--- config.mk ---
export PLATFORM = sky130hd
export DESIGN_NAME = lhhmc_top
export DESIGN_NICKNAME = d
export VERILOG_FILES = /design/src/lhhmc_top.v /design/src/lhhmc_slope_lim.v /design/src/lhhmc_sec_fsm.v
export VERILOG_INCLUDE_DIRS = /design/src /design/src/src
export SDC_FILE = /design/constraint.sdc
export NUM_CORES = 2
export LEC_CHECK = 0
export BUFFER_PORTS_ARGS = -buffer_cell sky130_fd_sc_hd__buf_2
export CAP_MARGIN = 30
export CORE_MARGIN = 2
export CORE_UTILIZATION = 40
export DETAILED_ROUTE_END_ITERATION = 16
export PLACE_DENSITY = 0.7
export SYNTH_ARGS = -nofsm -noshare
export SYNTH_HDL_FRONTEND = slang
export SYNTH_SLANG_ARGS = --single-unit
--- constraint.sdc ---
create_clock -name clk_sys -period 6.9 [get_ports clk_sys]
set_input_delay 0.69 -clock clk_sys [delete_from_list [all_inputs] [get_ports clk_sys]]
set_output_delay 0.69 -clock clk_sys [all_outputs]
set_load 0.01 [all_outputs]
--- src/lhhmc_consts.vh ---
// Constants for the loop holdover, hitless and mode control block
//
// Summary of operation
// - Main holdover uses stored frequency, no lock
// - History now/1/8/64 s, four averaging bandwidths
// - Reset default: current average, 1.5 mHz
// - Manual holdover uses software 40-bit word
// - Read-select picks acquired or written word
// - Holdover word is signed, +/-92 ppm
// - LSB weighs 77760/1638400 times 2^-48 ppm
// - Hitless event measures and compensates phase
// - Event on reference change or leaving holdover or free-run
// - Hitless phase transient at most 0.61 ns
// - Freeze ignores events, holds compensation
// - Disabled hitless drifts to zero, slope-limited
// - Three-bit select picks phase slope limit
// - Programmable limit is 24 bits, 1484.3614 us/s
// - Both loops clamp to hard frequency limit
// - Three-bit field selects secondary loop mode
// - Secondary loop powered down until enabled
// - Automatic machine acts on selection events
// - Free-run ignores every input reference
// - Locked mode tracks selected input
// - Average select 0 captures integral value
// - Average select 1 uses 1.5 mHz average
// - Per-input 4-bit sync pin select
`ifndef LHHMC_CONSTS_VH
`define LHHMC_CONSTS_VH

// Clock and history timing
`define LHHMC_CLK_HZ        200000000
`define LHHMC_HIST_TICK_S   1
`define LHHMC_HIST_MID_CNT  3'h7
`define LHHMC_HIST_LONG_CNT 6'h3F

// Register byte offsets
`define LHHMC_OFF_CTRL      8'h00
`define LHHMC_OFF_HO_LO     8'h04
`define LHHMC_OFF_HO_HI     8'h08
`define LHHMC_OFF_PROG      8'h0C
`define LHHMC_OFF_HLIM      8'h10
`define LHHMC_OFF_SYNC      8'h14
`define LHHMC_OFF_STAT      8'h18
`define LHHMC_OFF_PHASE     8'h1C

// Control register fields
`define LHHMC_B_MAN         0
`define LHHMC_B_AUTO        1
`define LHHMC_F_HIST        3:2
`define LHHMC_F_AVG         5:4
`define LHHMC_B_RDAVG       6
`define LHHMC_B_HSEN        7
`define LHHMC_B_HSFRZ       8
`define LHHMC_F_SLOPE       11:9
`define LHHMC_B_PDN         12
`define LHHMC_F_MODE        15:13
`define LHHMC_B_SAVG        16
`define LHHMC_F_SRATE       18:17
`define LHHMC_CTRL_W        19
`define LHHMC_CTRL_RST      19'h0_1E12

// History depth codes
`define LHHMC_HIST_NOW      2'h0
`define LHHMC_HIST_1S       2'h1
`define LHHMC_HIST_8S       2'h2

// Averaging shifts, one per bandwidth code
`define LHHMC_SH_018M       6'h14
`define LHHMC_SH_15M        6'h11
`define LHHMC_SH_12M        6'h0E
`define LHHMC_SH_015        6'h0A

// Slope limit select codes and values, LSB 1484.3614 us/s / 2^24
`define LHHMC_SL_61U        3'h0
`define LHHMC_SL_885N       3'h1
`define LHHMC_SL_7U5        3'h2
`define LHHMC_SL_UNLIM      3'h3
`define LHHMC_SL_1N         3'h4
`define LHHMC_SL_5N         3'h5
`define LHHMC_SL_10N        3'h6
`define LHHMC_V_61U         24'h0A_8534
`define LHHMC_V_885N        24'h00_2713
`define LHHMC_V_7U5         24'h01_4B22
`define LHHMC_V_UNLIM       24'hFF_FFFF
`define LHHMC_V_1N          24'h00_000B
`define LHHMC_V_5N          24'h00_0039
`define LHHMC_V_10N         24'h00_0071

// Secondary loop modes and states
`define LHHMC_MODE_AUTO     3'h0
`define LHHMC_MODE_FREE     3'h1
`define LHHMC_MODE_HOLD     3'h2
`define LHHMC_MODE_LOCK     3'h4
`define LHHMC_ST_FREE       2'h0
`define LHHMC_ST_LOCK       2'h1
`define LHHMC_ST_HOLD       2'h2

// Sync pin count and select width
`define LHHMC_NIN           6
`define LHHMC_SEL_W         4

`endif

--- src/lhhmc_top.v ---
// Holdover for both loops, hitless switching for the main loop, mode control for the secondary loop
`timescale 1ns/1ps
`include "lhhmc_consts.vh"
module lhhmc_top #(
  parameter SEC_CYCLES = `LHHMC_HIST_TICK_S * `LHHMC_CLK_HZ
) (
  // Clock and reset
  input  wire        clk_sys,
  input  wire        rst,
  // APB slave
  input  wire        psel,
  input  wire        penable,
  input  wire        pwrite,
  input  wire [7:0]  paddr,
  input  wire [31:0] pwdata,
  output reg  [31:0] prdata,
  output wire        pready,
  output wire        pslverr,
  // Main loop datapath
  input  wire [39:0] mainFreqIn,
  input  wire        mainLocked,
  input  wire        mainHoldover,
  input  wire        mainFreeRun,
  input  wire [3:0]  mainRefSel,
  input  wire [31:0] mainPhaseErr,
  output reg  [39:0] mainFreqOut,
  output wire [31:0] mainPhaseComp,
  output wire [23:0] mainSlopeLimit,
  output reg         hitlessEvent,
  // Secondary loop datapath
  input  wire        secInSelected,
  input  wire        secSelDisq,
  input  wire        secHigherSwitch,
  input  wire        secForcedSwitch,
  input  wire [39:0] secIntegral,
  output reg  [39:0] secFreqOut,
  output wire [1:0]  secState,
  output wire        secRelock,
  output wire        secEnabled,
  // Sync pins and pulses
  input  wire [5:0]  inPin,
  output reg  [5:0]  syncPulse,
  output wire [1:0]  syncRate
);

  reg  [`LHHMC_CTRL_W-1:0] ctrl_r;     // Control register
  reg  [39:0]              hoWord_r;   // Software holdover word
  reg  [23:0]              progSlope_r;// Programmable slope
  reg  [31:0]              hardLim_r;  // Hard frequency limit
  reg  [23:0]              syncSel_r;  // Six 4-bit sync selects
  reg  [39:0]              avg_r;      // Averaged main frequency
  reg  [39:0]              hist1_r;    // Average one tick back
  reg  [39:0]              hist8_r;    // Average eight ticks back
  reg  [39:0]              hist64_r;   // Average 64 ticks back
  reg  [39:0]              acq_nxt;    // Acquired holdover value
  reg  [5:0]               avgShift;   // Bandwidth shift
  reg  [31:0]              secCnt_r;   // Tick divider
  reg  [5:0]               tickCnt_r;  // Ticks seen
  reg                      tick_r;     // History tick pulse
  reg  [3:0]               refSel_r;   // Previous reference
  reg                      wasIdle_r;  // Previous holdover or free-run
  reg  [31:0]              compHeld_r; // Held compensation target
  reg  [5:0]               pinA_r;     // Pin sync stage one
  reg  [5:0]               pinB_r;     // Pin sync stage two
  reg  [31:0]              rdata_nxt;  // Read mux
  reg                      mapped;     // Address decodes
  wire                     setup;      // Setup phase
  wire                     wrEn;       // Write strobe
  wire                     hsTrig;     // Raw hitless trigger
  wire [39:0]              limExt;     // Hard limit widened
  wire [31:0]              phaseTarget;// Limiter target
  wire                     secEnable;  // Secondary loop enabled
  wire [39:0]              secHold;    // Secondary holdover value

  // Signed clamp to +/- limit
  function [39:0] clampF;
    input [39:0] v;
    input [39:0] lim;
    begin
      if ($signed(v) > $signed(lim))
        clampF = lim;
      else if ($signed(v) < -$signed(lim))
        clampF = 40'h00_0000_0000 - lim;
      else
        clampF = v;
    end
  endfunction

  // APB: zero wait states, error on unmapped address
  assign setup   = psel & ~penable;
  assign wrEn    = psel & penable & pwrite & mapped;
  assign pready  = 1'b1;
  assign pslverr = psel & penable & ~mapped;
  assign limExt  = {8'h00, hardLim_r};

  assign secEnable  = ~ctrl_r[`LHHMC_B_PDN];
  assign secEnabled = secEnable;
  assign syncRate   = ctrl_r[`LHHMC_F_SRATE];

  // Address decode
  always @* begin
    case (paddr)
      `LHHMC_OFF_CTRL, `LHHMC_OFF_HO_LO, `LHHMC_OFF_HO_HI, `LHHMC_OFF_PROG,
      `LHHMC_OFF_HLIM, `LHHMC_OFF_SYNC, `LHHMC_OFF_STAT, `LHHMC_OFF_PHASE: mapped = 1'b1;
      default: mapped = 1'b0;
    endcase
  end

  // Register writes
  always @(posedge clk_sys) begin
    if (rst) begin
      ctrl_r      <= `LHHMC_CTRL_RST;
      hoWord_r    <= 40'h00_0000_0000;
      progSlope_r <= 24'h00_0000;
      hardLim_r   <= 32'hFFFF_FFFF;
      syncSel_r   <= 24'h00_0000;
    end else if (wrEn) begin
      case (paddr)
        `LHHMC_OFF_CTRL:  ctrl_r         <= pwdata[`LHHMC_CTRL_W-1:0];
        `LHHMC_OFF_HO_LO: hoWord_r[31:0] <= pwdata;
        `LHHMC_OFF_HO_HI: hoWord_r[39:32]<= pwdata[7:0];
        `LHHMC_OFF_PROG:  progSlope_r    <= pwdata[23:0];
        `LHHMC_OFF_HLIM:  hardLim_r      <= pwdata;
        `LHHMC_OFF_SYNC:  syncSel_r      <= pwdata[23:0];
        default:          ;
      endcase
    end
  end

  // Read data mux
  always @* begin
    case (paddr)
      `LHHMC_OFF_CTRL:  rdata_nxt = {13'h0000, ctrl_r};
      // Acquired or written word
      `LHHMC_OFF_HO_LO: rdata_nxt = ctrl_r[`LHHMC_B_RDAVG] ? acq_nxt[31:0] : hoWord_r[31:0];
      `LHHMC_OFF_HO_HI: rdata_nxt = {24'h00_0000, ctrl_r[`LHHMC_B_RDAVG] ? acq_nxt[39:32] : hoWord_r[39:32]};
      `LHHMC_OFF_PROG:  rdata_nxt = {8'h00, progSlope_r};
      `LHHMC_OFF_HLIM:  rdata_nxt = hardLim_r;
      `LHHMC_OFF_SYNC:  rdata_nxt = {8'h00, syncSel_r};
      `LHHMC_OFF_STAT:  rdata_nxt = {27'h000_0000, secRelock, secEnable, mainHoldover, secState};
      `LHHMC_OFF_PHASE: rdata_nxt = mainPhaseComp;
      default:          rdata_nxt = 32'h0000_0000;
    endcase
  end

  // Read data captured in the setup phase
  always @(posedge clk_sys) begin
    if (rst)
      prdata <= 32'h0000_0000;
    else if (setup && !pwrite)
      prdata <= rdata_nxt;
  end

  // History tick divider
  always @(posedge clk_sys) begin
    if (rst) begin
      secCnt_r  <= 32'h0000_0000;
      tickCnt_r <= 6'h00;
      tick_r    <= 1'b0;
    end else if (secCnt_r == SEC_CYCLES - 1) begin
      secCnt_r  <= 32'h0000_0000;
      tickCnt_r <= tickCnt_r + 6'h01;
      tick_r    <= 1'b1;
    end else begin
      secCnt_r  <= secCnt_r + 32'h0000_0001;
      tick_r    <= 1'b0;
    end
  end

  // Averaging bandwidth select
  always @* begin
    case (ctrl_r[`LHHMC_F_AVG])
      2'h0:    avgShift = `LHHMC_SH_018M;
      2'h1:    avgShift = `LHHMC_SH_15M;
      2'h2:    avgShift = `LHHMC_SH_12M;
      default: avgShift = `LHHMC_SH_015;
    endcase
  end

  // Averaging and history while locked
  always @(posedge clk_sys) begin
    if (rst) begin
      avg_r    <= 40'h00_0000_0000;
      hist1_r  <= 40'h00_0000_0000;
      hist8_r  <= 40'h00_0000_0000;
      hist64_r <= 40'h00_0000_0000;
    end else if (mainLocked) begin
      avg_r <= $signed(avg_r) + ($signed(mainFreqIn - avg_r) >>> avgShift);
      if (tick_r) begin
        hist1_r <= avg_r;
        if (tickCnt_r[2:0] == `LHHMC_HIST_MID_CNT)
          hist8_r <= avg_r;
        if (tickCnt_r == `LHHMC_HIST_LONG_CNT)
          hist64_r <= avg_r;
      end
    end
  end

  // Acquired holdover value
  always @* begin
    if (!ctrl_r[`LHHMC_B_AUTO]) begin
      acq_nxt = avg_r;
    end else begin
      case (ctrl_r[`LHHMC_F_HIST])
        `LHHMC_HIST_NOW: acq_nxt = avg_r;
        `LHHMC_HIST_1S:  acq_nxt = hist1_r;
        `LHHMC_HIST_8S:  acq_nxt = hist8_r;
        default:         acq_nxt = hist64_r;
      endcase
    end
  end

  // Main frequency out, clamped
  always @(posedge clk_sys) begin
    if (rst)
      mainFreqOut <= 40'h00_0000_0000;
    else if (mainHoldover)
      // Signed word as offset
      mainFreqOut <= clampF(ctrl_r[`LHHMC_B_MAN] ? hoWord_r : acq_nxt, limExt);
    else
      mainFreqOut <= clampF(mainFreqIn, limExt);
  end

  // Hitless trigger
  assign hsTrig = (mainRefSel != refSel_r) ||
                  (wasIdle_r && !(mainHoldover || mainFreeRun));

  // Hitless event and held compensation
  always @(posedge clk_sys) begin
    if (rst) begin
      refSel_r     <= 4'h0;
      wasIdle_r    <= 1'b0;
      hitlessEvent <= 1'b0;
      compHeld_r   <= 32'h0000_0000;
    end else begin
      refSel_r     <= mainRefSel;
      wasIdle_r    <= mainHoldover | mainFreeRun;
      // Freeze ignores events
      hitlessEvent <= ctrl_r[`LHHMC_B_HSEN] && !ctrl_r[`LHHMC_B_HSFRZ] && hsTrig;
      if (ctrl_r[`LHHMC_B_HSEN] && !ctrl_r[`LHHMC_B_HSFRZ] && hsTrig)
        compHeld_r <= mainPhaseErr;
    end
  end

  // Hold offset or walk to zero
  assign phaseTarget = ctrl_r[`LHHMC_B_HSEN] ? compHeld_r : 32'h0000_0000;

  // Event loads compensation at once
  lhhmc_slope_lim uSlope (
    .clk_sys   (clk_sys),
    .rst       (rst),
    .slopeSel  (ctrl_r[`LHHMC_F_SLOPE]),
    .progSlope (progSlope_r),
    .stepTick  (tick_r),
    .loadEn    (hitlessEvent),
    .loadVal   (compHeld_r),
    .target    (phaseTarget),
    .phase_r   (mainPhaseComp),
    .limit_r   (mainSlopeLimit)
  );

  // Secondary loop mode machine
  lhhmc_sec_fsm uSec (
    .clk_sys      (clk_sys),
    .rst          (rst),
    .powerdown    (ctrl_r[`LHHMC_B_PDN]),
    .modeSel      (ctrl_r[`LHHMC_F_MODE]),
    .avgSel       (ctrl_r[`LHHMC_B_SAVG]),
    .inSelected   (secInSelected),
    .selDisq      (secSelDisq),
    .higherSwitch (secHigherSwitch),
    .forcedSwitch (secForcedSwitch),
    .integral     (secIntegral),
    .state_r      (secState),
    .relock_r     (secRelock),
    .hold_r       (secHold)
  );

  // Secondary frequency per state
  always @(posedge clk_sys) begin
    if (rst) begin
      secFreqOut <= 40'h00_0000_0000;
    end else begin
      case (secState)
        `LHHMC_ST_LOCK: secFreqOut <= clampF(secIntegral, limExt);
        `LHHMC_ST_HOLD: secFreqOut <= clampF(secHold, limExt);
        default:        secFreqOut <= 40'h00_0000_0000;
      endcase
    end
  end

  // Pin synchronisers
  always @(posedge clk_sys) begin
    if (rst) begin
      pinA_r <= 6'h00;
      pinB_r <= 6'h00;
    end else begin
      pinA_r <= inPin;
      pinB_r <= pinA_r;
    end
  end

  // Per-input sync pin selection
  genvar gi;
  generate
    for (gi = 0; gi < `LHHMC_NIN; gi = gi + 1) begin : gSync
      wire [3:0] sel;
      assign sel = syncSel_r[gi*`LHHMC_SEL_W +: `LHHMC_SEL_W];
      always @(posedge clk_sys) begin
        if (rst)
          syncPulse[gi] <= 1'b0;
        else if (sel < `LHHMC_NIN)
          syncPulse[gi] <= pinB_r[sel[2:0]];
        else
          syncPulse[gi] <= 1'b0;
      end
    end
  endgenerate
endmodule

--- src/lhhmc_slope_lim.v ---
// Phase slope limiter for the main loop compensating phase
`timescale 1ns/1ps
`include "lhhmc_consts.vh"
module lhhmc_slope_lim (
  // Clock and reset
  input  wire        clk_sys,
  input  wire        rst,
  // Control
  input  wire [2:0]  slopeSel,
  input  wire [23:0] progSlope,
  input  wire        stepTick,
  input  wire        loadEn,
  input  wire [31:0] loadVal,
  input  wire [31:0] target,
  // Result
  output reg  [31:0] phase_r,
  output reg  [23:0] limit_r
);
  reg  [23:0]        limit_nxt;   // Active limit
  wire signed [32:0] diff;        // Target minus phase
  wire [32:0]        limExt;      // Limit widened

  assign diff   = $signed({target[31], target}) - $signed({phase_r[31], phase_r});
  assign limExt = {9'h000, limit_r};

  // Map select to limit value
  always @* begin
    case (slopeSel)
      `LHHMC_SL_61U:   limit_nxt = `LHHMC_V_61U;
      `LHHMC_SL_885N:  limit_nxt = `LHHMC_V_885N;
      `LHHMC_SL_7U5:   limit_nxt = `LHHMC_V_7U5;
      `LHHMC_SL_UNLIM: limit_nxt = `LHHMC_V_UNLIM;
      `LHHMC_SL_1N:    limit_nxt = `LHHMC_V_1N;
      `LHHMC_SL_5N:    limit_nxt = `LHHMC_V_5N;
      `LHHMC_SL_10N:   limit_nxt = `LHHMC_V_10N;
      default:         limit_nxt = progSlope;
    endcase
  end

  // Direct load, else bounded step toward target
  always @(posedge clk_sys) begin
    limit_r <= limit_nxt;
    if (rst) begin
      phase_r <= 32'h0000_0000;
    end else if (loadEn) begin
      phase_r <= loadVal;
    end else if (stepTick) begin
      // Step clipped to the limit
      if (diff > $signed(limExt))
        phase_r <= phase_r + {8'h00, limit_r};
      else if (diff < -$signed(limExt))
        phase_r <= phase_r - {8'h00, limit_r};
      else
        phase_r <= target;
    end
  end
endmodule

--- src/lhhmc_sec_fsm.v ---
// Secondary loop operating mode machine and holdover capture
`timescale 1ns/1ps
`include "lhhmc_consts.vh"
module lhhmc_sec_fsm (
  // Clock and reset
  input  wire        clk_sys,
  input  wire        rst,
  // Control
  input  wire        powerdown,
  input  wire [2:0]  modeSel,
  input  wire        avgSel,
  // Selection events
  input  wire        inSelected,
  input  wire        selDisq,
  input  wire        higherSwitch,
  input  wire        forcedSwitch,
  input  wire [39:0] integral,
  // State
  output reg  [1:0]  state_r,
  output reg         relock_r,
  output reg  [39:0] hold_r
);
  reg  [1:0]  state_nxt;  // Next state
  reg  [39:0] avg_r;      // Averaged integral
  wire        reselect;   // Relock trigger

  assign reselect = selDisq | higherSwitch | forcedSwitch;

  // Next state: forced modes override automatic
  always @* begin
    state_nxt = state_r;
    case (modeSel)
      `LHHMC_MODE_FREE: state_nxt = `LHHMC_ST_FREE;
      `LHHMC_MODE_HOLD: state_nxt = `LHHMC_ST_HOLD;
      `LHHMC_MODE_LOCK: state_nxt = `LHHMC_ST_LOCK;
      default: begin
        // Automatic machine
        case (state_r)
          `LHHMC_ST_FREE: if (inSelected) state_nxt = `LHHMC_ST_LOCK;
          `LHHMC_ST_LOCK: if (!inSelected) state_nxt = `LHHMC_ST_HOLD;
          `LHHMC_ST_HOLD: if (inSelected) state_nxt = `LHHMC_ST_LOCK;
          default:        state_nxt = `LHHMC_ST_FREE;
        endcase
      end
    endcase
  end

  // State, averaging and holdover capture
  always @(posedge clk_sys) begin
    if (rst || powerdown) begin
      state_r  <= `LHHMC_ST_FREE;
      relock_r <= 1'b0;
      avg_r    <= 40'h00_0000_0000;
      hold_r   <= 40'h00_0000_0000;
    end else begin
      state_r  <= state_nxt;
      relock_r <= (state_r == `LHHMC_ST_LOCK) && (state_nxt == `LHHMC_ST_LOCK) && reselect;
      if (state_r == `LHHMC_ST_LOCK)
        avg_r <= $signed(avg_r) + ($signed(integral - avg_r) >>> `LHHMC_SH_15M);
      // Capture on entry to holdover
      if (state_r != `LHHMC_ST_HOLD && state_nxt == `LHHMC_ST_HOLD)
        hold_r <= avgSel ? avg_r : integral;
    end
  end
endmodule

==> After elaboration in Yosys (flattened, before gate mapping) <==
Memory sizes are Yosys's and may differ from the RTL's.
Index checks and enable logic that the tools add are counted.
{ "totals": {"input_bits": 174, "ff_bits": 645, "wordCells": 195, "romBits": 32, "n_memories": 1, "output_inout_bits": 183} }
{ "mem_list": {"columns": ["memory", "depth", "word_bits", "read_ports", "rd_clocked_by_memory_dff", "write_ports", "line_no", "source"], "rows": [
  ["(name not given)", 32, 1, 1, 0, 0, "lhhmc_top.v:102", "case (paddr)"]
]} }
{ "op_classes": {"n_lt_le_gt_ge": 22, "n_reduce_logical": 37, "eq_ne": 29, "n_bitwise": 17, "addsub": 12, "shifts": 1, "n_mux": 42} }
{ "op_table": {"columns": ["cell", "n"], "rows": [
  ["$mux W40", 12],
  ["$pmux W32 S8", 1],
  ["$mux W32", 6],
  ["$pmux W24 S7", 1],
  ["$gt A40 B33 Y1", 4],
  ["$lt A40 B40 Y1", 4],
  ["$pmux W40 S3", 1],
  ["$pmux W40 S2", 1],
  ["$sub A40 B40 Y40", 2],
  ["$add A40 B23 Y40", 1],
  ["$add A40 B40 Y40", 1],
  ["$neg A32 Y40", 1],
  ["$sshr A40 B6 Y40", 1],
  ["$gt A33 B25 Y1", 1],
  ["$lt A33 B33 Y1", 1],
  ["$neg A24 Y33", 1],
  ["$sub A1 B32 Y33 const A", 1],
  ["$sub A32 B32 Y33", 1],
  ["$add A32 B1 Y32 const B", 1],
  ["$add A32 B24 Y32", 1],
  ["$eq A32 B28 Y1 const B", 1],
  ["$eq A8 B5 Y1 const B", 4],
  ["$sub A32 B24 Y32", 1],
  ["$lt A3 B4 Y1 const B", 6],
  ["32 further kinds", 105]
]} }

==> Depth between registers and ports, before layout <==
{ "depth": {"ltp_word": 8, "ltp_mapped": 31, "ltp_nobuf": 30} }

==> Cells and area by module <==
A second synthesis with hierarchy kept.
{ "unflattened": {"hier_cells": 6411, "area_unflattened_um2": 50459.6} }
{ "modules_own_cells": {"columns": ["module", "seq_area_each_um2", "n_inst", "area_per_inst_um2", "cells_per_inst"], "rows": [
  ["lhhmc_top", 10129.7, 1, 34556.9, 4300],
  ["lhhmc_slope_lim", 1121.1, 1, 8971.1, 1228],
  ["lhhmc_sec_fsm", 1661.6, 1, 6931.6, 883]
]} }

==> Worst setup path after synthesis <==
Ideal clock, no wire load.
{ "synth_path": {"kind": "input to register", "from": "in mainFreqIn[0]", "to": "reg avg_r[38]", "setup_time_ns": 0.079, "n_path_buf": 0, "setup_slack_ns": 0.242, "cell_stages": 29, "arrival_ns": 6.579, "required_time_ns": 6.821, "cell_sequence": "inv_1 > ha_1 > fa_1 > nand2b_1 > a21oi_1 > o31ai_1 > o211ai_1 > a211oi_1 > o31ai_1 > a221o_1 > a211oi_1 > or2_2 > nand3b_1 > a21oi_1 > xor2_1 > mux4_2 > ha_1 > nand3_1 > nor2_1 > nand2_1 > a21oi_1 > nor3_1 > o31ai_1 > a211o_1 > a31oi_1 > nand2b_1 > a21boi_0 > or4b_2 > o211ai_1"} }
{ "synth_via": {"elab_chain_cells": 3} }
{ "synth_rtl": {"columns": ["element", "line_no", "source"], "rows": [
  ["start: declaration", "lhhmc_top.v:20", "input wire [39:0] mainFreqIn,"],
  ["$sub A40 B40 Y40", "lhhmc_top.v:188", "avg_r <= $signed(avg_r) + ($signed(mainFreqIn - avg_r) >>> avgShift);"],
  ["$sshr A40 B6 Y40", "lhhmc_top.v:188", null],
  ["$add A40 B40 Y40", "lhhmc_top.v:188", null],
  ["end signal: assignment", "lhhmc_top.v:188", null],
  ["end: declaration", "lhhmc_top.v:51", "reg [39:0] avg_r;"]
]} }
No other way between the ends.
A chain may end at the register's enable or synchronous reset.

==> Final worst setup path <==
{ "layout_path": {"from": "reg ctrl_r[7]", "to": "reg uSlope.phase_r[0]"} }
{ "layout_via": {"elab_chain_cells": 7, "word_cells_on_any_way": 8, "cone_classes": "add/sub: 1; order compare: 2; mux: 5"} }
{ "layout_rtl": {"columns": ["element", "line_no", "source"], "rows": [
  ["start: declaration", "lhhmc_top.v:46", "reg [`LHHMC_CTRL_W-1:0] ctrl_r;"],
  ["start signal: assignment", "lhhmc_top.v:112", "ctrl_r <= `LHHMC_CTRL_RST;"],
  ["start signal: assignment", "lhhmc_top.v:119", "`LHHMC_OFF_CTRL: ctrl_r <= pwdata[`LHHMC_CTRL_W-1:0];"],
  ["$mux W32 (*)", "lhhmc_top.v:246", "assign phaseTarget = ctrl_r[`LHHMC_B_HSEN] ? compHeld_r : 32'h0000_0000;"],
  ["$sub A32 B32 Y33", "lhhmc_slope_lim.v:23", "assign diff = $signed({target[31], target}) - $signed({phase_r[31], phase_r});"],
  ["$lt A33 B33 Y1", "lhhmc_slope_lim.v:51", "else if (diff < -$signed(limExt))"],
  ["$mux W32", "lhhmc_slope_lim.v:51", null],
  ["$mux W32 (*)", "lhhmc_slope_lim.v:49", "if (diff > $signed(limExt))"],
  ["$mux W32 (*)", "lhhmc_slope_lim.v:47", "end else if (stepTick) begin"],
  ["$mux W32 (*)", "lhhmc_slope_lim.v:45", "end else if (loadEn) begin"],
  ["end signal: assignment", "lhhmc_slope_lim.v:46", "phase_r <= loadVal;"],
  ["end signal: assignment", "lhhmc_slope_lim.v:50", "phase_r <= phase_r + {8'h00, limit_r};"],
  ["end signal: assignment", "lhhmc_slope_lim.v:52", "phase_r <= phase_r - {8'h00, limit_r};"],
  ["end: declaration", "lhhmc_slope_lim.v:16", "output reg [31:0] phase_r,"]
]} }
Mark *: on every way between the ends. The rest lies on a longest branch, timed or not. The select of a mux whose other input is x is not followed.

==> reports/results.md <==
| Parameter | Value | Unit |
|---|---|---|
| Last weighted congestion value of the routability-driven placer | 1.018 | - |
| Status | finished, final reports clean | - |
| Max Root-Sink Buffers | 3 | - |
| Register cell area after layout | 0.01292 | mm² |
| Total number of vias | 51,110 | - |
| Worst min-delay path category | input port to register | - |
| Post-DR wirelength/cell | 24.78 | µm |
| Ranking of synthesized cells by area | sky130_fd_sc_hd__dfxtp_1, sky130_fd_sc_hd__ha_1, sky130_fd_sc_hd__mux2i_1 | - |
| Width of the die | 358.6 | µm |
| Cell family with most CP delay | compound AO/OA/AOI/OAI gates | - |
| Overflow left after global routing | 0 | - |
| Post-DP Area | 0.05576 | mm² |
| Cell type with the highest aggregate area in the netlist | sky130_fd_sc_hd__dfxtp_1 | - |
| Length of the first detailed-routing pass in iterations | 8 | - |
| Aggregate routed wire length | 209.5 | mm |
| Area of the die | 0.1286 | mm² |
| Number of library cell types mapped by synthesis | 87 | - |
| Number of global-route vias before repair | 47,550 | - |
| Static power due to leakage | 25.09 | nW |
| Worst-path clk slew | 0.06 | ns |
| Total negative setup slack | 0 | ns |
| Post-Synthesis Mean Instance Area | 7.995 | µm² |
| Number of CTS-inserted buffers | 75 | - |
| Post-synthesis instance area | 0.05030 | mm² |
| Number of H-tree levels | 3 | - |
| Initial antenna violation count | 36 | - |
| Chip Height | 358.6 | µm |
| Wire length of the first global-routing pass | 305.5 | mm |
| Startpoint type of the worst setup path | register | - |
| Clock latency on the worst-skew pair | 0.71 | ns |
| Total of max-cap violations | 0 | - |
| Fin area | 0.05860 | mm² |
| Fraction of synthesized cell area taken by the top area cell type | 0.2567 | - |
| Max transition margin | 0.2395 | - |
| Achievable frequency | 149.9 | MHz |
| Cell with the largest stage delay on the worst path | sky130_fd_sc_hd__dfxtp_1 | - |
| RSZ-0062 raised after global routing | no | - |
| Post-synthesis sequential area ratio | 0.2567 | - |
| Clock tree from TritonCTS | yes | - |
| Root buffer cell | sky130_fd_sc_hd__clkbuf_16 | - |
| Final max-slew violation count | 0 | - |
| Number of inserted filler cells in the final layout | 12,310 | - |
| Maximum clock skew at final layout | 0.03236 | ns |
| Final HPWL DP | 163.6 | mm |
| # port buffers | 355 | - |
| Starting utilization of the core area | 0.4016 | - |
| Number of DRC violations after detailed routing | 0 | - |
| Area taken by multi-input logic gates | 0.03526 | mm² |
| Placeable core region | 0.1252 | mm² |
| Most used DFF post-synth | sky130_fd_sc_hd__dfxtp_1 | - |
| Post-Syn Instances | 6,291 | - |
| CP max stage delay | 0.59 | ns |
| Warnings from Yosys | 0 | - |
| Worst voltage drop across the vdd grid | 0.0001861 | V |
| Area growth from synthesis to final layout | 16.51 | % |
| Number of buffers and inverters on the critical path | 3 | - |
| Total GRT Usage | 0.3130 | - |
| # rows | 130 | - |
| Final layout net count | 7,496 | - |
| Detailed-route vias per instance | 6.044 | - |
| Minimum clock period | 6.672 | ns |
| # IOs | 357 | - |
| Post-route antenna net violation count | 0 | - |
| Fraction of final layout cells sized beyond drive strength 1 | 0.1563 | - |
| First DRT Iteration DRCs | 6,197 | - |
| Arrival @ worst endpoint | 7.29 | ns |
| Total of endpoints with negative setup slack in the final report | 0 | - |
| Crit Path Class | register to register | - |
| CTS sink count | 645 | - |
| Synthesized flop and latch total | 645 | - |
| Largest fanout on the critical path | 28 | - |
| Final cycle utilization of the critical path | 0.9670 | - |
| Maximum number of pins on one net before global-route repair | 192 | - |
| Async set or reset register ratio after synthesis | 0 | - |
| Number of hold buffers added after CTS | 0 | - |
| Number of enable flip-flop cells after synthesis | 0 | - |
| Synth Net Count | 7,055 | - |
| Hold violation total from the final report | 0 | - |
| Critical path data required time | 7.52 | ns |
| CP Capture Type | register | - |
| Critical Path Most Common Cell | sky130_fd_sc_hd__a21o_1 | - |
| Worst Max-Slew Pin Slew | 1.141 | ns |
| Power density over the cells | 238.7 | mW/mm² |
## final cells by class
type | count | area share
antenna | 12 | 0.0005125
clock buffer | 100 | 0.03521
clock inverter | 39 | 0.009032
inverter | 299 | 0.01915
multi-input combinational | 5002 | 0.6016
sequential | 645 | 0.2205
tap | 1650 | 0.03523
timing repair buffer | 709 | 0.07875
## sequential cells by signal, indices dropped and copies added, names as in the netlist, 32 cells and up
register        flops
uSec.avg_r         40
hist8_r            40
compHeld_r         32
avg_r              40
uSlope.phase_r     32
prdata             32
secFreqOut         40
hist64_r           40
hoWord_r           40
hist1_r            40
mainFreqOut        40
secCnt_r           32
uSec.hold_r        40
hardLim_r          32
## cells in the mapped netlist, types with 10 or more instances
library cell                count
sky130_fd_sc_hd__nand2_1      708
sky130_fd_sc_hd__a21boi_0      12
sky130_fd_sc_hd__o21bai_1      32
sky130_fd_sc_hd__dfxtp_1      645
sky130_fd_sc_hd__ha_1         584
sky130_fd_sc_hd__o21ai_1       17
sky130_fd_sc_hd__a22oi_1       51
sky130_fd_sc_hd__nor3_1       122
sky130_fd_sc_hd__and4_1        12
sky130_fd_sc_hd__o21ai_0      225
sky130_fd_sc_hd__xor2_1        87
sky130_fd_sc_hd__o211ai_1      56
sky130_fd_sc_hd__xnor2_1      168
sky130_fd_sc_hd__a221o_1       24
sky130_fd_sc_hd__o21a_1        60
sky130_fd_sc_hd__o221ai_1      30
sky130_fd_sc_hd__mux2_2       131
sky130_fd_sc_hd__buf_1         27
sky130_fd_sc_hd__clkbuf_1     304
sky130_fd_sc_hd__nor4_1        36
sky130_fd_sc_hd__o22ai_1       41
sky130_fd_sc_hd__nor2_1       531
sky130_fd_sc_hd__nor2b_1       88
sky130_fd_sc_hd__or3_1         35
sky130_fd_sc_hd__inv_1        298
sky130_fd_sc_hd__nand2b_1      69
sky130_fd_sc_hd__a31oi_1       40
sky130_fd_sc_hd__a211oi_1      86
sky130_fd_sc_hd__a311oi_1      17
sky130_fd_sc_hd__and2_1        50
sky130_fd_sc_hd__mux2i_1      306
sky130_fd_sc_hd__a22o_1        94
sky130_fd_sc_hd__a211o_1       48
sky130_fd_sc_hd__nand4_1       99
sky130_fd_sc_hd__a21o_1       196
sky130_fd_sc_hd__a21oi_1      579
sky130_fd_sc_hd__and3_1        54
sky130_fd_sc_hd__o22a_1        10
sky130_fd_sc_hd__nand3_1      101
sky130_fd_sc_hd__a221oi_1      30
sky130_fd_sc_hd__a2111oi_0     16
sky130_fd_sc_hd__or2_2         18
sky130_fd_sc_hd__mux4_2        13
sky130_fd_sc_hd__o31ai_1       19
## layer usage
layer  GRT usage  wire, µm  share of wire  vias up
met5           0       128        0.00061        -
met4      0.1749     12950          0.062       20
met3     0.06934     21420           0.10      580
met2      0.4771     89390           0.43     2725
met1      0.4083     85650           0.41    24160
li1            -         -              -    23630
## what timing repair did
action,in CTS,in global routing
setup endpoints to repair,5,11
hold endpoints to repair,0,0
pin swaps,0,15
resized for setup,5,30
buffers inserted,0,1
gates cloned,0,0
## cells by family after synthesis
family / share of synthesized area
AND/OR/NAND/NOR: 0.1781
AO/OA/AOI/OAI: 0.2280
XOR/XNOR: 0.04441
multiplexers: 0.09627
buffers and inverters: 0.04871
flip-flops: 0.2567
other: 0.00007456
adder cells (fa/ha/maj): 0.1477
## cell usage in the layout, fill, tap and decap left out, types with 56 or more instances in the layout
cell,instances
sky130_fd_sc_hd__nand2_1,706
sky130_fd_sc_hd__dfxtp_1,640
sky130_fd_sc_hd__ha_1,578
sky130_fd_sc_hd__a21oi_1,576
sky130_fd_sc_hd__nor2_1,528
sky130_fd_sc_hd__buf_2,354
sky130_fd_sc_hd__buf_4,340
sky130_fd_sc_hd__mux2i_1,306
sky130_fd_sc_hd__inv_1,298
sky130_fd_sc_hd__o21ai_0,219
sky130_fd_sc_hd__a21o_1,196
sky130_fd_sc_hd__xnor2_1,168
sky130_fd_sc_hd__mux2_2,131
sky130_fd_sc_hd__nor3_1,120
sky130_fd_sc_hd__nand3_1,101
sky130_fd_sc_hd__nand4_1,99
sky130_fd_sc_hd__a22o_1,94
sky130_fd_sc_hd__nor2b_1,87
sky130_fd_sc_hd__xor2_1,86
sky130_fd_sc_hd__a211oi_1,83
sky130_fd_sc_hd__clkbuf_16,77
sky130_fd_sc_hd__nand2b_1,69
sky130_fd_sc_hd__o21a_1,60
sky130_fd_sc_hd__o211ai_1,56
## power breakdown
part | total [mW] | leakage (nW) | switching [mW] | internal [mW]
registers | 4.03 | 5.23 | 0.144 | 3.89
logic | 5.68 | 18.6 | 3.17 | 2.50
clock network | 4.28 | 1.25 | 1.83 | 2.45
total | 14.0 | 25.1 | 5.15 | 8.84
## final timing paths
check                               start                end  slack, ns  cells after the start
worst max-delay path            ctrl_r[7]  uSlope.phase_r[0]       0.23                     29
worst min register to register  pinA_r[2]          pinB_r[2]       0.44                      1
worst max register to register  ctrl_r[7]  uSlope.phase_r[0]       0.23                     29
worst min-delay path             inPin[3]          pinA_r[3]       0.20                      2
## stage by stage
stage / hold slack (ns) / power, mW / utilization / worst slack, ns / std cells
after floorplan: 0.4138 / 7.246 / - / 0.2422 / 6291
after global placement: 0.4245 / 9.490 / 0.4445 / -0.8389 / 8297
after detailed placement: 0.4277 / 9.518 / 0.4452 / -0.8199 / 8302
after CTS: 0.1696 / 13.79 / 0.4661 / 0.007148 / 8441
after global routing: 0.2132 / 14.62 / 0.4678 / 0.01267 / 8451
final: 0.1996 / 13.99 / 0.4679 / 0.2276 / 8456
(Power assumes the default switching activity.)
